==> config.mk <==
export PLATFORM = sky130hd
export DESIGN_NAME = hub_strap_latch
export DESIGN_NICKNAME = d
export VERILOG_FILES = /design/src/hsl_pkg.sv /design/src/hsl_sync.sv /design/src/hub_strap_latch.sv
export SDC_FILE = /design/constraint.sdc
export NUM_CORES = 1
export LEC_CHECK = 0
export BUFFER_PORTS_ARGS = -buffer_cell sky130_fd_sc_hd__buf_2
export CAP_MARGIN = 25
export CORE_AREA = 2 2 76 78
export DETAILED_ROUTE_END_ITERATION = 10
export DIE_AREA = 0 0 78 80
export GPL_ROUTABILITY_DRIVEN = 0
export GPL_TIMING_DRIVEN = 0
export PLACE_DENSITY = 0.8
export SETUP_SLACK_MARGIN = 0.05
export SYNTH_ARGS = -nofsm -noshare
export SYNTH_HDL_FRONTEND = slang
export SYNTH_SLANG_ARGS = --single-unit
==> constraint.sdc <==
create_clock -name pclk -period 2.34 [get_ports pclk]
set_input_delay 0.585 -clock pclk [delete_from_list [all_inputs] [get_ports pclk]]
set_output_delay 0.585 -clock pclk [all_outputs]
set_load 0.05 [all_outputs]
==> src/hsl_pkg.sv <==
package hsl_pkg;
    // apb register offsets (byte addresses)
    localparam logic [11:0] HSL_STRAP_OFF = 12'h000;
    localparam logic [11:0] HSL_CTRL_OFF = 12'h004;
    localparam logic [11:0] HSL_STAT_OFF = 12'h008;
    // strap status field positions
    localparam int HSL_P2_PLUS_POS = 0;
    localparam int HSL_P2_MINUS_POS = 1;
    localparam int HSL_P3_PLUS_POS = 2;
    localparam int HSL_P3_MINUS_POS = 3;
    localparam int HSL_P4_PLUS_POS = 4;
    localparam int HSL_P4_MINUS_POS = 5;
    localparam int HSL_RATE_POS = 6;
    // port disable field positions in status register
    localparam int HSL_P2_OFF_POS = 0;
    localparam int HSL_P3_OFF_POS = 1;
    localparam int HSL_P4_OFF_POS = 2;
    localparam int HSL_LATCHED_POS = 3;
    // control register field positions
    localparam int HSL_FLASH_EN_POS = 0;
    localparam int HSL_SUSPEND_POS = 1;
    localparam int HSL_POWERDOWN_POS = 2;
    // reset values
    localparam logic [2:0] HSL_CTRL_RST = 3'h0;
    localparam logic [6:0] HSL_STRAP_RST = 7'h00;
    // flash clock rates
    localparam int HSL_RATE_SLOW_MHZ = 30;
    localparam int HSL_RATE_FAST_MHZ = 60;
    localparam logic HSL_RATE_SLOW = 1'b0;
    localparam logic HSL_RATE_FAST = 1'b1;
    // input synchroniser depth
    localparam int HSL_SYNC_STAGES = 3;
    // enabled edges spent waiting before the single capture
    localparam logic [2:0] HSL_SETTLE_CYCLES = 3'h4;
    typedef enum logic [1:0] {
        HSL_WAIT = 2'b00,
        HSL_SETTLE = 2'b01,
        HSL_HELD = 2'b11
    } hsl_state_t;
endpackage

==> src/hsl_sync.sv <==
`timescale 1ns/10ps
module hsl_sync (
    input wire logic pclk,
    input wire logic presetn,
    input wire logic clk_en,
    input wire logic [6:0] raw_in,
    output logic [6:0] stable_out
);
    logic [6:0] stage [hsl_pkg::HSL_SYNC_STAGES];

    genvar i;
    generate
        for (i = 0; i < hsl_pkg::HSL_SYNC_STAGES; i++)
        begin : g_stage
            if (i == 0)
            begin : g_first
                always_ff @(posedge pclk or negedge presetn)
                begin
                    if (!presetn)
                        stage[i] <= hsl_pkg::HSL_STRAP_RST;
                    else if (clk_en)
                        stage[i] <= raw_in;
                end
            end
            else
            begin : g_next
                always_ff @(posedge pclk or negedge presetn)
                begin
                    if (!presetn)
                        stage[i] <= hsl_pkg::HSL_STRAP_RST;
                    else if (clk_en)
                        stage[i] <= stage[i - 1];
                end
            end
        end
    endgenerate

    // a bit moves only once stages two and three agree
    always_ff @(posedge pclk or negedge presetn)
    begin
        if (!presetn)
            stable_out <= hsl_pkg::HSL_STRAP_RST;
        else if (clk_en)
            stable_out <= (stage[1] & stage[2]) | (stable_out & (stage[1] | stage[2]));
    end
endmodule // hsl_sync

==> src/hub_strap_latch.sv <==
// Operation
// RL1: port 2 is disabled when both of its strap bits were latched high.
// RL2: port 3 is disabled when both of its strap bits were latched high.
// RL3: port 4 is disabled when both of its strap bits were latched high.
// RL4: a strap bit of 0 enables its line, and a port stays on unless both bits are 1.
// RL5: the latched rate strap selects 30 MHz at 0 and 60 MHz at 1 for the flash clock.
// RL6: with the rate latched as 1 the shared pin floats during suspend.
// RL7: with the rate latched as 0 the shared pin is driven low during suspend.
// RL8: chip enable is active low and held high in powerdown while the flash is enabled.
// RL9: straps are captured once after reset release and held until the next reset.
//
// Added by the designer: the APB slave port and the placing of the registers.
`timescale 1ns/10ps
module hub_strap_latch (
    input wire logic pclk,
    input wire logic presetn,
    input wire logic clk_en,
    input wire logic psel,
    input wire logic penable,
    input wire logic pwrite,
    input wire logic [11:0] paddr,
    input wire logic [31:0] pwdata,
    output logic [31:0] prdata,
    output logic pready,
    output logic pslverr,
    input wire logic port2_plus_off_strap,
    input wire logic port2_minus_off_strap,
    input wire logic port3_plus_off_strap,
    input wire logic port3_minus_off_strap,
    input wire logic port4_plus_off_strap,
    input wire logic port4_minus_off_strap,
    input wire logic flash_rate_strap,
    input wire logic flash_ce_req_n,
    input wire logic flash_rate_pin_out,
    output logic port2_disabled,
    output logic port3_disabled,
    output logic port4_disabled,
    output logic flash_rate_fast,
    output logic flash_ce_n,
    output logic flash_rate_pin_o,
    output logic flash_rate_pin_oe_n,
    output logic straps_valid
);
    hsl_pkg::hsl_state_t state;
    logic [6:0] strap_sync;
    logic [6:0] strap;
    logic [2:0] ctrl;
    logic [2:0] settle_cnt;
    logic capture;
    logic acc;
    logic hit;

    function automatic logic both_high(input logic a, input logic b);
        both_high = a & b;
    endfunction

    hsl_sync u_sync (
        .pclk(pclk),
        .presetn(presetn),
        .clk_en(clk_en),
        .raw_in({flash_rate_strap, port4_minus_off_strap, port4_plus_off_strap,
            port3_minus_off_strap, port3_plus_off_strap, port2_minus_off_strap,
            port2_plus_off_strap}),
        .stable_out(strap_sync)
    );

    // sync stages plus the agreement flop must fill, else reset zeros get latched
    always_ff @(posedge pclk or negedge presetn)
    begin
        if (!presetn)
            settle_cnt <= 3'h0;
        else if (clk_en && state == hsl_pkg::HSL_WAIT)
            settle_cnt <= settle_cnt + 3'h1;
    end

    // waits for the synchroniser to fill before sampling
    always_ff @(posedge pclk or negedge presetn)
    begin
        if (!presetn)
            state <= hsl_pkg::HSL_WAIT;
        else if (clk_en)
        begin
            unique case (state)
                hsl_pkg::HSL_WAIT:
                begin
                    if (settle_cnt == hsl_pkg::HSL_SETTLE_CYCLES - 3'h1)
                        state <= hsl_pkg::HSL_SETTLE;
                end
                hsl_pkg::HSL_SETTLE: state <= hsl_pkg::HSL_HELD;
                hsl_pkg::HSL_HELD: state <= hsl_pkg::HSL_HELD;
                default: state <= hsl_pkg::HSL_WAIT;
            endcase
        end
    end

    // RL9: single capture
    assign capture = clk_en && (state == hsl_pkg::HSL_SETTLE);

    // RL9: hold until reset
    always_ff @(posedge pclk or negedge presetn)
    begin
        if (!presetn)
            strap <= hsl_pkg::HSL_STRAP_RST;
        else if (capture)
            strap <= strap_sync;
    end

    always_ff @(posedge pclk or negedge presetn)
    begin
        if (!presetn)
            straps_valid <= 1'b0;
        else if (capture)
            straps_valid <= 1'b1;
    end

    // port outputs are registered, one cycle after the latch
    always_ff @(posedge pclk or negedge presetn)
    begin
        if (!presetn)
        begin
            port2_disabled <= 1'b0;
            port3_disabled <= 1'b0;
            port4_disabled <= 1'b0;
            flash_rate_fast <= hsl_pkg::HSL_RATE_SLOW;
        end
        else if (clk_en)
        begin
            // RL1: port 2 off
            // RL4: both bits needed
            port2_disabled <= both_high(strap[hsl_pkg::HSL_P2_PLUS_POS],
                strap[hsl_pkg::HSL_P2_MINUS_POS]);
            // RL2: port 3 off
            port3_disabled <= both_high(strap[hsl_pkg::HSL_P3_PLUS_POS],
                strap[hsl_pkg::HSL_P3_MINUS_POS]);
            // RL3: port 4 off
            port4_disabled <= both_high(strap[hsl_pkg::HSL_P4_PLUS_POS],
                strap[hsl_pkg::HSL_P4_MINUS_POS]);
            // RL5: rate select
            flash_rate_fast <= strap[hsl_pkg::HSL_RATE_POS];
        end
    end

    // shared rate pin: released to the strap until the latch is done
    always_ff @(posedge pclk or negedge presetn)
    begin
        if (!presetn)
        begin
            flash_rate_pin_o <= 1'b0;
            flash_rate_pin_oe_n <= 1'b1;
        end
        else if (clk_en)
        begin
            if (!straps_valid)
            begin
                flash_rate_pin_o <= 1'b0;
                flash_rate_pin_oe_n <= 1'b1;
            end
            else if (ctrl[hsl_pkg::HSL_SUSPEND_POS])
            begin
                // RL6: float when fast
                // RL7: drive low when slow
                flash_rate_pin_o <= 1'b0;
                flash_rate_pin_oe_n <= (strap[hsl_pkg::HSL_RATE_POS] == hsl_pkg::HSL_RATE_FAST);
            end
            else
            begin
                flash_rate_pin_o <= flash_rate_pin_out;
                flash_rate_pin_oe_n <= 1'b0;
            end
        end
    end

    // RL8: chip enable high in powerdown
    always_ff @(posedge pclk or negedge presetn)
    begin
        if (!presetn)
            flash_ce_n <= 1'b1;
        else if (clk_en)
        begin
            if (!ctrl[hsl_pkg::HSL_FLASH_EN_POS] || ctrl[hsl_pkg::HSL_POWERDOWN_POS])
                flash_ce_n <= 1'b1;
            else
                flash_ce_n <= flash_ce_req_n;
        end
    end

    // apb slave, zero wait states
    assign acc = psel && penable && clk_en;
    assign hit = (paddr == hsl_pkg::HSL_STRAP_OFF) || (paddr == hsl_pkg::HSL_CTRL_OFF)
        || (paddr == hsl_pkg::HSL_STAT_OFF);

    always_ff @(posedge pclk or negedge presetn)
    begin
        if (!presetn)
            ctrl <= hsl_pkg::HSL_CTRL_RST;
        else if (acc && pwrite && paddr == hsl_pkg::HSL_CTRL_OFF)
            ctrl <= pwdata[2:0];
    end

    // read data prepared at setup so it is valid through the access phase
    always_ff @(posedge pclk or negedge presetn)
    begin
        if (!presetn)
        begin
            prdata <= 32'h0000_0000;
            pready <= 1'b0;
            pslverr <= 1'b0;
        end
        else if (clk_en)
        begin
            pready <= psel && !penable;
            pslverr <= psel && !penable && !hit;
            prdata <= 32'h0000_0000;
            if (psel && !penable && !pwrite)
            begin
                unique case (paddr)
                    hsl_pkg::HSL_STRAP_OFF: prdata <= {25'h00_0000, strap};
                    hsl_pkg::HSL_CTRL_OFF: prdata <= {29'h000_0000, ctrl};
                    hsl_pkg::HSL_STAT_OFF: prdata <= {28'h000_0000, straps_valid,
                        port4_disabled, port3_disabled, port2_disabled};
                    default: prdata <= 32'h0000_0000;
                endcase
            end
        end
    end
endmodule // hub_strap_latch

After elaboration in Yosys (flattened, before gate mapping)
Cells that the tools add are included.
{"block": "classes", "addsub": 1, "n_eq_ne": 6, "n_mux": 9, "bitwise_logic": 7, "n_reduce_logical": 20}
{"cell": "7-bit one-hot mux with 3 select lines", "n": 1}
{"cell": "7-bit bitwise AND", "n": 2}
{"cell": "7-bit OR", "n": 2}
{"cell": "12-bit by 3-bit equality test with 1-bit output (second input constant)", "n": 1}
{"cell": "12-bit by 4-bit equality test with 1-bit output (second input constant)", "n": 1}
{"cell": "12-bit logical NOT", "n": 1}
{"cell": "1-bit logical AND", "n": 9}
{"cell": "7-bit 2-to-1 mux", "n": 1}
{"cell": "1-bit 2-to-1 mux", "n": 5}
{"cell": "1-bit logical NOT", "n": 4}
{"cell": "2-bit one-hot mux with 2 select lines", "n": 1}
{"cell": "3-bit by 1-bit adder with 3-bit output (second input constant)", "n": 1}
{"cell": "1-bit bitwise AND", "n": 3}
{"cell": "3-bit by 2-bit equality test with 1-bit output (second input constant)", "n": 1}
{"cell": "1-bit logical OR", "n": 3}
{"cell": "2-bit by 1-bit equality test with 1-bit output (second input constant)", "n": 1}
{"cell": "2-bit equality test (second input constant)", "n": 1}
{"cell": "2-bit logical NOT", "n": 1}
{"cell": "2-bit 2-to-1 mux", "n": 1}
{"cell": "2-bit by 1-bit != test with 1-bit output (second input constant)", "n": 1}
{"cell": "2-bit AND reduction", "n": 1}
{"cell": "2-bit OR reduction", "n": 1}
{"block": "totals", "ff_bits": 85, "in_bits": 59, "out_inout_bits": 42, "word_cells": 62}

Depth between registers and ports, before layout
Gate-level depths: netlist of the first run.
{"block": "logic_depth", "word_depth": 5, "depth_mapped": 5, "depth_no_buf": 3}

Cells and area by module
From an unflattened synthesis of the first run, not the netlist that was laid out.
{"block": "unflattened", "cells_unflattened": 225, "hier_area_um2": 2834.0}
{"module": "hub_strap_latch", "n_inst": 1, "cells_per_inst": 145, "area_each_um2": 1662.8, "seq_area_each_um2": 803.3}
{"module": "hsl_sync", "n_inst": 1, "cells_per_inst": 80, "area_each_um2": 1171.1, "seq_area_each_um2": 700.7}

Worst setup path after synthesis of the first run
OpenSTA, ideal clock, no wires.
{"block": "synth_path", "kind": "input to register", "start": "input port paddr[3]", "end": "register ctrl[0]", "setup_time_ps": 125, "t_arrival_ps": 1499, "required_ps": 2215, "setup_slack_ps": 716, "stages": 4, "path_buffers": 1, "path_cell_list": "buf_4 -> and4b_1 -> and4_4 -> mux2_4"}
{"block": "synth_between", "elab_chain_len": 2}
{"item": "from (decl)", "line_no": "hub_strap_latch.sv:21", "text": "input wire logic [11:0] paddr,"}
{"item": "12-bit by 3-bit equality test with 1-bit output", "line_no": "hub_strap_latch.sv:196", "text": "else if (acc && pwrite && paddr == hsl_pkg::HSL_CTRL_OFF)"}
{"item": "1-bit logical AND", "line_no": "hub_strap_latch.sv:196"}
{"item": "to (signal assigned)", "line_no": "hub_strap_latch.sv:195", "text": "ctrl <= hsl_pkg::HSL_CTRL_RST;"}
{"item": "to (signal assigned)", "line_no": "hub_strap_latch.sv:197", "text": "ctrl <= pwdata[2:0];"}
{"item": "to (decl)", "line_no": "hub_strap_latch.sv:47", "text": "logic [2:0] ctrl;"}
No other way between the ends.
A chain may end at the register's enable or synchronous reset.

Worst setup path in the final report of the first run
{"block": "layout_path", "start": "register flash_rate_pin_oe_n", "end": "output port flash_rate_pin_oe_n"}
{"item": "from (decl)", "line_no": "hub_strap_latch.sv:41", "text": "output logic flash_rate_pin_oe_n,"}
{"item": "from (signal assigned)", "line_no": "hub_strap_latch.sv:163", "text": "flash_rate_pin_oe_n <= (strap[hsl_pkg::HSL_RATE_POS] == hsl_pkg::HSL_RATE_FAST);"}
No word-level cell between the ends.

==> results of run 1 <==
-- final cells by class --
cell class | count | area [sq um] | share of cell area [%]
Sequential cell | 60 | 1500 | 45.1
Clock buffer | 14 | 153 | 4.57
Tap cell | 72 | 90.1 | 2.70
Timing Repair Buffer | 45 | 240 | 7.20
Multi-Input combinational cell | 142 | 1060 | 31.7
Inverter | 14 | 52.6 | 1.57
Clock inverter | 2 | 10.0 | 0.300
Buffer | 33 | 230 | 6.90
-- worst min path at each step --
| stage | from | end | depth (start not counted) | slack [ps] |
|---|---|---|---|---|
| after floorplan | presetn | ctrl[0] | 0 | 290 |
| after global placement | settle_cnt[0] | settle_cnt[0] | 1 | 460 |
| after detailed placement | settle_cnt[0] | settle_cnt[0] | 1 | 470 |
| after CTS | presetn | u_sync.stage[19] | 1 | 280 |
| after global routing | presetn | u_sync.stage[19] | 1 | 310 |
| final | presetn | u_sync.stage[19] | 1 | 270 |
-- Yosys cell counts (2+ instances only) --
| cell type | number | share of area, % |
|---|---|---|
| dfrtp_1 | 58 | 53 |
| mux2_2 | 31 | 13 |
| buf_4 | 26 | 7.1 |
| a21oi_1 | 15 | 2.7 |
| inv_1 | 14 | 1.9 |
| nor2_1 | 10 | 1.4 |
| nand2b_1 | 8 | 1.8 |
| buf_2 | 7 | 1.3 |
| o22ai_1 | 7 | 1.6 |
| mux2i_1 | 5 | 1.8 |
| o21ai_0 | 5 | 0.91 |
| nand2_1 | 4 | 0.55 |
| a2bb2oi_1 | 3 | 0.95 |
| mux2_4 | 3 | 1.6 |
| nand3_1 | 3 | 0.55 |
| dfstp_2 | 2 | 1.9 |
| ha_1 | 2 | 0.91 |
| nor4_4 | 2 | 1.5 |
-- power by group through the flow --
stage	combinational (mW)	sequential, mW	clock (mW)
2_1_floorplan	0.450	1.47	0
3_3_place_gp	0.641	1.41	0
3_5_place_dp	0.677	1.43	0
4_1_cts	0.680	1.41	0.807
5_1_grt	0.735	1.44	0.855
6_report	0.674	1.41	0.788
-- routing by layer --
| metal | up-vias | global-route usage [%] | share of wire, % |
|---|---|---|---|
| li1 | 897 | - | - |
| met1 | 877 | 21.9 | 44 |
| met2 | 66 | 27.7 | 46 |
| met3 | 10 | 4.98 | 6.9 |
| met4 | 0 | 10.0 | 2.1 |
| met5 | - | 0 | 0 |
-- flip-flops by register name, summed over array words and instances (netlist names) --
| name | cells |
|---|---|
| flash_rate_pin_o | 1 |
| flash_ce_n | 1 |
| state | 2 |
| flash_rate_fast | 1 |
| ctrl | 3 |
| pslverr | 1 |
| straps_valid | 1 |
| port3_disabled | 1 |
| strap | 7 |
| u_sync.stage | 21 |
| prdata | 7 |
| port4_disabled | 1 |
| flash_rate_pin_oe_n | 1 |
| u_sync.stable_out | 7 |
| pready | 1 |
| port2_disabled | 1 |
| settle_cnt | 3 |
-- kinds of logic (layout without fill, tap and decap cells) --
group / Yosys count / after routing
flops: 60 / 60
buf+inv: 47 / 108
simple gates: 41 / 41
mux: 39 / 39
compound gates: 34 / 34
fa+ha+maj: 2 / 2
other cells: 1 / 25
xor+xnor: 1 / 1
==> impl_metrics.tcl, run 1 <==
set metrics [dict create \
    rows 27 \
    cts_made_buffers 9 \
    peakVddDrop_uv 620 \
    grt_usage_pct 17.6 \
    layout_common_cells "dfrtp_1, buf_2, mux2_2" \
    reg2reg_depth 3 \
    crit_chain "buf_2" \
    hold_path.class "in -> async" \
    rsz0062_at_grt "false" \
    path_buf_inv 1 \
    r2r_setup_slack_ps 1100 \
    synth_compound_area_share_pct 7.54 \
    ys_ff_latch 60 \
    period_needed_ps 1710 \
    synth_top_family_by_area "multiplexers" \
    final_cells 382 \
    hold_buffers 0 \
    worstMarginPinSlew_ps 640 \
    p_seq_share_pct 49.1 \
    wl_per_cell_um 13.0 \
    power.internal_mw 1.96 \
    syn_inst 225 \
    critical_path_class "reg -> out" \
    num_vias 1850 \
    cts_tree "yes" \
    grt_max_degree 33 \
    crit_end "flash_rate_pin_oe_n" \
    leakagePower_nw 1.65 \
    synth_xor_area_share_pct 0.318 \
    clkSinkCount 60 \
    nets 366 \
    critical_path_peak_fanout 2 \
    fin_crit_sh_pct 73.1 \
    crit_arrival_ps 1130 \
    clkTransAtPathRegs_ps 70 \
    core-area_sq_mm 0.00541 \
    pre_cts_ws_ps 561 \
    cp.required_ps 1750 \
    syn_area_per_cell_sq_um 12.2 \
    swShare_pct 31.9 \
    critPathSlowestCell "dfstp_2" \
    p_total_mw 2.87 \
    end_kind "output pin" \
    synth_edf_count 0 \
    grt_pass1_vias 1769 \
    final_util_pct 61.7 \
    clock_skew_ps 7.63 \
    worst_slack_ps 630 \
    post_cts_buffers 0 \
    wl_um 4980 \
    post_cts_resized 0 \
    die_y_um 80 \
    synthArstFlopShare_pct 100 \
    synth_fa_ha_area_share_pct 0.909 \
    cts-root-buf "clkbuf_8" \
    n_fill_cell 446 \
    hold_viol 0 \
    final_common_cell "dfrtp_1" \
    fmax_mhz 585 \
    yosysSeqAreaShare_pct 54.6 \
    cpLargestDelayFamily "flip-flops" \
    power_density_mw_per_mm2 861 \
    h-tree-depth 3 \
    synth_area_sq_mm 0.00275 \
    fp.dieArea_sq_mm 0.00624 \
    syn_to_final_growth_pct 21.2 \
    relSlewSlack_pct 57.4 \
    die_x_um 78 \
    whs_ps 266 \
    startpoint_type "flip-flop" \
    finalInstanceArea_sq_mm 0.00334 \
    slowest_delay_ps 530 \
    start_util_pct 50.9 \
    grt_overflow 0 \
    place_area_sq_mm 0.00317 \
    cts_buffer_depth 2 \
    p_clk_share_pct 27.4 \
    cp.depth 1 \
    synth-simple-area-share_pct 10.1 \
    setup_tns_ps 0 \
    r2r_start "state[1]" \
    dr.pass1.iters 4 \
    dr.first_iter.drc_count 67 \
    final-setup-viol-count 0 \
    synth_top_flop_cell "dfrtp_1" \
    grt_pass1_wl_um 8350 \
    slew_viol_final 0 \
    diodes 0 \
    placedCellCount 366 \
    p_comb_share_pct 23.5 \
    synthMuxAreaShare_pct 16.1 \
    drv_cap 0 \
    yosys_warnings 0 \
    clk_latency_ps 330 \
    drive_gt1_share_pct 43.2 \
    outcome "complete, no violations" \
    rr_endpoint "settle_cnt[1]" \
    startpoint "flash_rate_pin_oe_n" \
    avgViaCountPerCell 4.84 \
    remaining_drc_errors 0 \
    numPortBuffers 44 \
    io_pins 101 \
    antenna_left 0 \
    synth.distinct_cells 38 \
    p_sw_mw 0.916 \
    dp_hpwl_um 3620 \
    antenna_found_initial 0 \
]
Power figures use the tool's default switching activity.
==> inputs of run 2 (changes only) <==
--- a/config.mk
+++ b/config.mk
@@ -5,14 +5,15 @@
 export SDC_FILE = /design/constraint.sdc
 export NUM_CORES = 1
 export LEC_CHECK = 0
+export ABC_AREA = 1
 export BUFFER_PORTS_ARGS = -buffer_cell sky130_fd_sc_hd__buf_2
 export CAP_MARGIN = 25
-export CORE_AREA = 2 2 76 78
+export CORE_AREA = 2 2 82 84
 export DETAILED_ROUTE_END_ITERATION = 10
-export DIE_AREA = 0 0 78 80
+export DIE_AREA = 0 0 84 86
 export GPL_ROUTABILITY_DRIVEN = 0
 export GPL_TIMING_DRIVEN = 0
-export PLACE_DENSITY = 0.8
+export PLACE_DENSITY = 0.72
 export SETUP_SLACK_MARGIN = 0.05
 export SYNTH_ARGS = -nofsm -noshare
 export SYNTH_HDL_FRONTEND = slang
==> constraint.sdc (replaced) <==
create_clock -name pclk -period 1.5 [get_ports pclk]
set_input_delay 0.375 -clock pclk [delete_from_list [all_inputs] [get_ports pclk]]
set_output_delay 0.375 -clock pclk [all_outputs]
set_load 0.05 [all_outputs]
==> run 2 against run 1 <==
Effect of this change:
- clock-buffer cell count fell by 3
- clock skew shrank 1.4 ps
- synthesized cell count is 34% higher
- first-iteration DRC count rose by 52%
- largest power group unchanged
==> impl_metrics.tcl, run 2 <==
set metrics [dict create \
    syn_area_per_cell_sq_um 9.09 \
    remaining_drc_errors 0 \
    grt_overflow 0 \
    num_vias 2146 \
    synth_top_flop_cell "dfrtp_1" \
    clkSinkCount 60 \
    diodes 0 \
    period_needed_ps 1400 \
    synth.distinct_cells 26 \
    slowest_delay_ps 410 \
    crit_arrival_ps 1030 \
    final-setup-viol-count 0 \
    dr.first_iter.drc_count 102 \
    yosys_warnings 0 \
    numPortBuffers 46 \
    fin_crit_sh_pct 93.6 \
    startpoint_type "flip-flop" \
    grt_pass1_wl_um 9560 \
    outcome "complete, no violations" \
    cpLargestDelayFamily "flip-flops" \
    crit_chain "buf_2" \
    rsz0062_at_grt "false" \
    io_pins 101 \
    dp_hpwl_um 4110 \
    post_cts_resized 2 \
    slew_viol_final 0 \
    dr.pass1.iters 4 \
    synthArstFlopShare_pct 100 \
    die_y_um 86 \
    synth_area_sq_mm 0.00274 \
    cts-root-buf "clkbuf_8" \
    syn_inst 301 \
    clock_skew_ps 6.23 \
    fmax_mhz 712 \
    yosysMostFrequentCell "nand2_1" \
    critPathSlowestCell "dfrtp_1" \
    post_cts_buffers 0 \
    power.internal_mw 2.65 \
    synth_area_leaders "dfrtp_1, nand2_1, buf_4, o21ai_0, nor2_1" \
    hold_viol 0 \
    fp.dieArea_sq_mm 0.00722 \
    nets 444 \
    p_seq_share_pct 50.0 \
    cts_made_buffers 9 \
    worstMarginPinSlew_ps 614 \
    cts_tree "yes" \
    wl_um 5530 \
    wl_per_cell_um 11.9 \
    hold_buffers 0 \
    grt_max_degree 36 \
    hold_path.class "in -> async" \
    rows 29 \
    die_x_um 84 \
    whs_ps 60.7 \
    n_fill_cell 593 \
    synth_common_cells "nand2_1, dfrtp_1, o21ai_0" \
    cts_buffer_depth 2 \
    grt_usage_pct 16.9 \
    relSlewSlack_pct 59.1 \
    path_buf_inv 1 \
    p_total_mw 3.87 \
    syn_to_final_growth_pct 22.6 \
    end_kind "output pin" \
    synth_top_area_share_pct 53.1 \
    drive_gt1_share_pct 27.6 \
    swShare_pct 31.6 \
    clkTransAtPathRegs_ps 70 \
    critical_path_peak_fanout 3 \
    largest-register "u_sync.stage" \
    leakagePower_nw 1.77 \
    core-area_sq_mm 0.00628 \
    power_density_mw_per_mm2 1150 \
    final_util_pct 53.4 \
    synth_edf_count 0 \
    critical_path_class "reg -> out" \
    start_util_pct 43.6 \
    yosysTopAreaCell "dfrtp_1" \
    p_clk_share_pct 32.2 \
    p_comb_share_pct 17.7 \
    largest_reg_flops 21 \
    clk_latency_ps 330 \
    h-tree-depth 3 \
    drv_cap 0 \
    yosysSeqAreaShare_pct 55.0 \
    antenna_left 0 \
    p_sw_mw 1.22 \
    ys_ff_latch 60 \
    cp.required_ps 1120 \
    layout_common_cells "nand2_1, dfrtp_1, buf_2" \
    peakVddDrop_uv 700 \
    avgViaCountPerCell 4.62 \
    antenna_found_initial 0 \
    final_common_cell "nand2_1" \
    grt_pass1_vias 2099 \
]
run 2: cells by family after synthesis:
family	count (synthesis)	synth area share, %
compound gates	51	11.0
xor+xnor	1	0.320
fa+ha+maj	2	0.915
buf+inv	63	12.8
flops	60	55.0
mux	1	0.412
other cells	1	0.137
simple gates	122	19.4
run 2: worst paths after layout:
| path | startpoint | to | slack (ps) | cells past startpoint |
|---|---|---|---|---|
| max in group asynchronous | presetn | flash_ce_n | 770 | 2 |
| min in group pclk | port4_plus_off_strap | u_sync.stage[18] | 250 | 3 |
| setup / recovery | port4_disabled | port4_disabled | 100 | 1 |
| setup reg to reg | state[1] | strap[5] | 310 | 5 |
| hold reg to reg | flash_rate_fast | flash_rate_fast | 480 | 2 |
| hold / removal | presetn | u_sync.stage[12] | 60 | 1 |
run 2: per-layer routing:
| layer | global-route usage [%] | vias to the layer above | wire length [um] |
|---|---|---|---|
| li1 | - | 1080 | - |
| met1 | 21.4 | 1006 | 2620 |
| met2 | 27.6 | 56 | 2620 |
| met3 | 4.43 | 4 | 243 |
| met4 | 7.04 | 0 | 46 |
| met5 | 0 | - | 0 |
run 2: stage by stage:
stage / worst slack, ps / area (sq um) / std cells / setup TNS [ps]
2_1_floorplan: 361 / 2830 / 325 / 0
6_report: 95.8 / 3350 / 465 / 0
3_3_place_gp: -64.7 / 3150 / 448 / -3620
5_1_grt: 51.1 / 3350 / 465 / 0
3_5_place_dp: 133 / 3170 / 449 / 0
4_1_cts: 50.1 / 3350 / 465 / 0
run 2: power groups by stage:
stage	registers (mW)	clock network [mW]	logic (mW)
floorplan	2.02	0	0.414
global placement	1.95	0	0.662
detailed placement	1.96	0	0.686
CTS	1.93	1.27	0.690
global route	1.95	1.34	0.765
finish	1.93	1.25	0.686
run 2: cell type report:
class	count	area [sq um]	share of cell area (%)
plain buffers	35	245	7.31
repair buffers	47	263	7.84
multi-input cells	202	971	29.0
clock buffers	11	141	4.22
clock inverters	5	27.5	0.821
well taps	77	96.3	2.87
inverters	28	105	3.13
flip-flops and latches	60	1500	44.9
==> inputs of run 3 (changes only) <==
--- a/config.mk
+++ b/config.mk
@@ -12,7 +12,6 @@
 export DETAILED_ROUTE_END_ITERATION = 10
 export DIE_AREA = 0 0 84 86
 export GPL_ROUTABILITY_DRIVEN = 0
-export GPL_TIMING_DRIVEN = 0
 export PLACE_DENSITY = 0.72
 export SETUP_SLACK_MARGIN = 0.05
 export SYNTH_ARGS = -nofsm -noshare
==> run 3 against run 2 <==
Effect of this change:
- hold slack worse by 27 ps
- sequential power about the same
- die area unchanged
- routed wire length down 9.8%
- total power up 1.7%
- sequential share of layout area up 2.7 points
- critical path type unchanged
==> impl_metrics.tcl, run 3 (synthesized netlist as in run 2, its figures left out) <==
set metrics [dict create \
    outcome "complete, no violations" \
    start_util_pct 43.6 \
    power_density_mw_per_mm2 1240 \
    largest-register "u_sync.stage" \
    cts_tree "yes" \
    cpLargestDelayFamily "flip-flops" \
    io_pins 101 \
    p_sw_mw 1.16 \
    grt_pass1_vias 1998 \
    drive_gt1_share_pct 22.1 \
    crit_arrival_ps 1050 \
    n_fill_cell 580 \
    hold_path.class "in -> async" \
    startpoint_type "flip-flop" \
    grt_max_degree 61 \
    num_vias 2033 \
    cts_buffer_depth 2 \
    die_x_um 84 \
    crit_chain "buf_4" \
    fmax_mhz 701 \
    clock_skew_ps 6.42 \
    remaining_drc_errors 0 \
    period_needed_ps 1430 \
    final_common_cell "nand2_1" \
    p_comb_share_pct 15.8 \
    cts-root-buf "clkbuf_8" \
    nets 415 \
    rows 29 \
    dr.first_iter.drc_count 126 \
    core-area_sq_mm 0.00628 \
    grt_overflow 0 \
    largest_reg_flops 21 \
    final-setup-viol-count 0 \
    antenna_left 0 \
    leakagePower_nw 1.64 \
    slowest_delay_ps 530 \
    fp.dieArea_sq_mm 0.00722 \
    critical_path_class "reg -> out" \
    p_seq_share_pct 49.1 \
    setup_tns_ps 0 \
    final_cells 435 \
    diodes 0 \
    cts_made_buffers 9 \
    swShare_pct 29.5 \
    clk_latency_ps 330 \
    end_kind "output pin" \
    die_y_um 86 \
    drv_cap 0 \
    grt_usage_pct 15.0 \
    hold_buffers 0 \
    critical_path_peak_fanout 2 \
    power.internal_mw 2.77 \
    numPortBuffers 46 \
    wl_per_cell_um 11.5 \
    p_total_mw 3.93 \
    fin_crit_sh_pct 95.1 \
    clkSinkCount 60 \
    critPathSlowestCell "dfstp_2" \
    dp_hpwl_um 3560 \
    rsz0062_at_grt "false" \
    avgViaCountPerCell 4.67 \
    path_buf_inv 1 \
    peakVddDrop_uv 676 \
    syn_to_final_growth_pct 15.7 \
    wl_um 4990 \
    hold_viol 0 \
    cp.required_ps 1120 \
    placedCellCount 420 \
    slew_viol_final 0 \
    dr.pass1.iters 4 \
    grt_pass1_wl_um 8600 \
    p_clk_share_pct 35.1 \
    antenna_found_initial 0 \
    h-tree-depth 3 \
    layout_common_cells "nand2_1, dfrtp_1, buf_2" \
    clkTransAtPathRegs_ps 60 \
]
## run 3: worst paths after layout
kind | start | to | slack [ps] | cells past startpoint
worst max-delay path | flash_ce_n | flash_ce_n | 70 | 1
worst min-delay path | presetn | u_sync.stage[19] | 30 | 2
worst max register to register | state[1] | strap[6] | 300 | 4
worst min register to register | flash_rate_fast | flash_rate_fast | 480 | 2
max in group asynchronous | presetn | flash_rate_pin_oe_n | 1150 | 2
min in group pclk | port4_minus_off_strap | u_sync.stage[19] | 250 | 3
## run 3: layer usage
metal / vias up / global-route usage [%] / wire [um]
li1: 1019 / - / -
met1: 951 / 17.5 / 2220
met2: 55 / 25.3 / 2410
met3: 8 / 3.66 / 264
met4: 0 / 8.65 / 87
met5: - / 0 / 0
## run 3: per-stage QoR
stage | utilization, % | hold slack [ps] | cell area, sq um | setup slack, ps
global route | 50.4 | 52.7 | 3160 | 53.2
detailed placement | 47.3 | 403 | 2970 | 165
global placement | 47.3 | 401 | 2970 | 187
floorplan | - | 79.4 | 2830 | 361
finish | 50.4 | 33.9 | 3160 | 72.9
CTS | 50.3 | 47.8 | 3160 | 60.8
## run 3: layout make-up
| class | count | area [sq um] | area share, % |
|---|---|---|---|
| Inverter | 28 | 105 | 3.32 |
| Clock inverter | 2 | 35.0 | 1.11 |
| Multi-Input combinational cell | 202 | 971 | 30.7 |
| Clock buffer | 13 | 149 | 4.71 |
| Timing Repair Buffer | 53 | 304 | 9.61 |
| Sequential cell | 60 | 1500 | 47.5 |
| Tap cell | 77 | 96.3 | 3.04 |
## run 3: what timing repair did
action                     4_1_cts  5_1_grt
gates cloned                     0        0
buffers inserted                 0        0
gates resized for setup          2        1
setup endpoints to repair        2        1
## run 3: power groups by stage
stage	Sequential [mW]	Combinational (mW)	Clock (mW)
2_1_floorplan	2.02	0.414	0
3_3_place_gp	1.95	0.607	0
3_5_place_dp	1.96	0.626	0
4_1_cts	1.93	0.631	1.42
5_1_grt	1.96	0.698	1.47
6_report	1.93	0.619	1.38
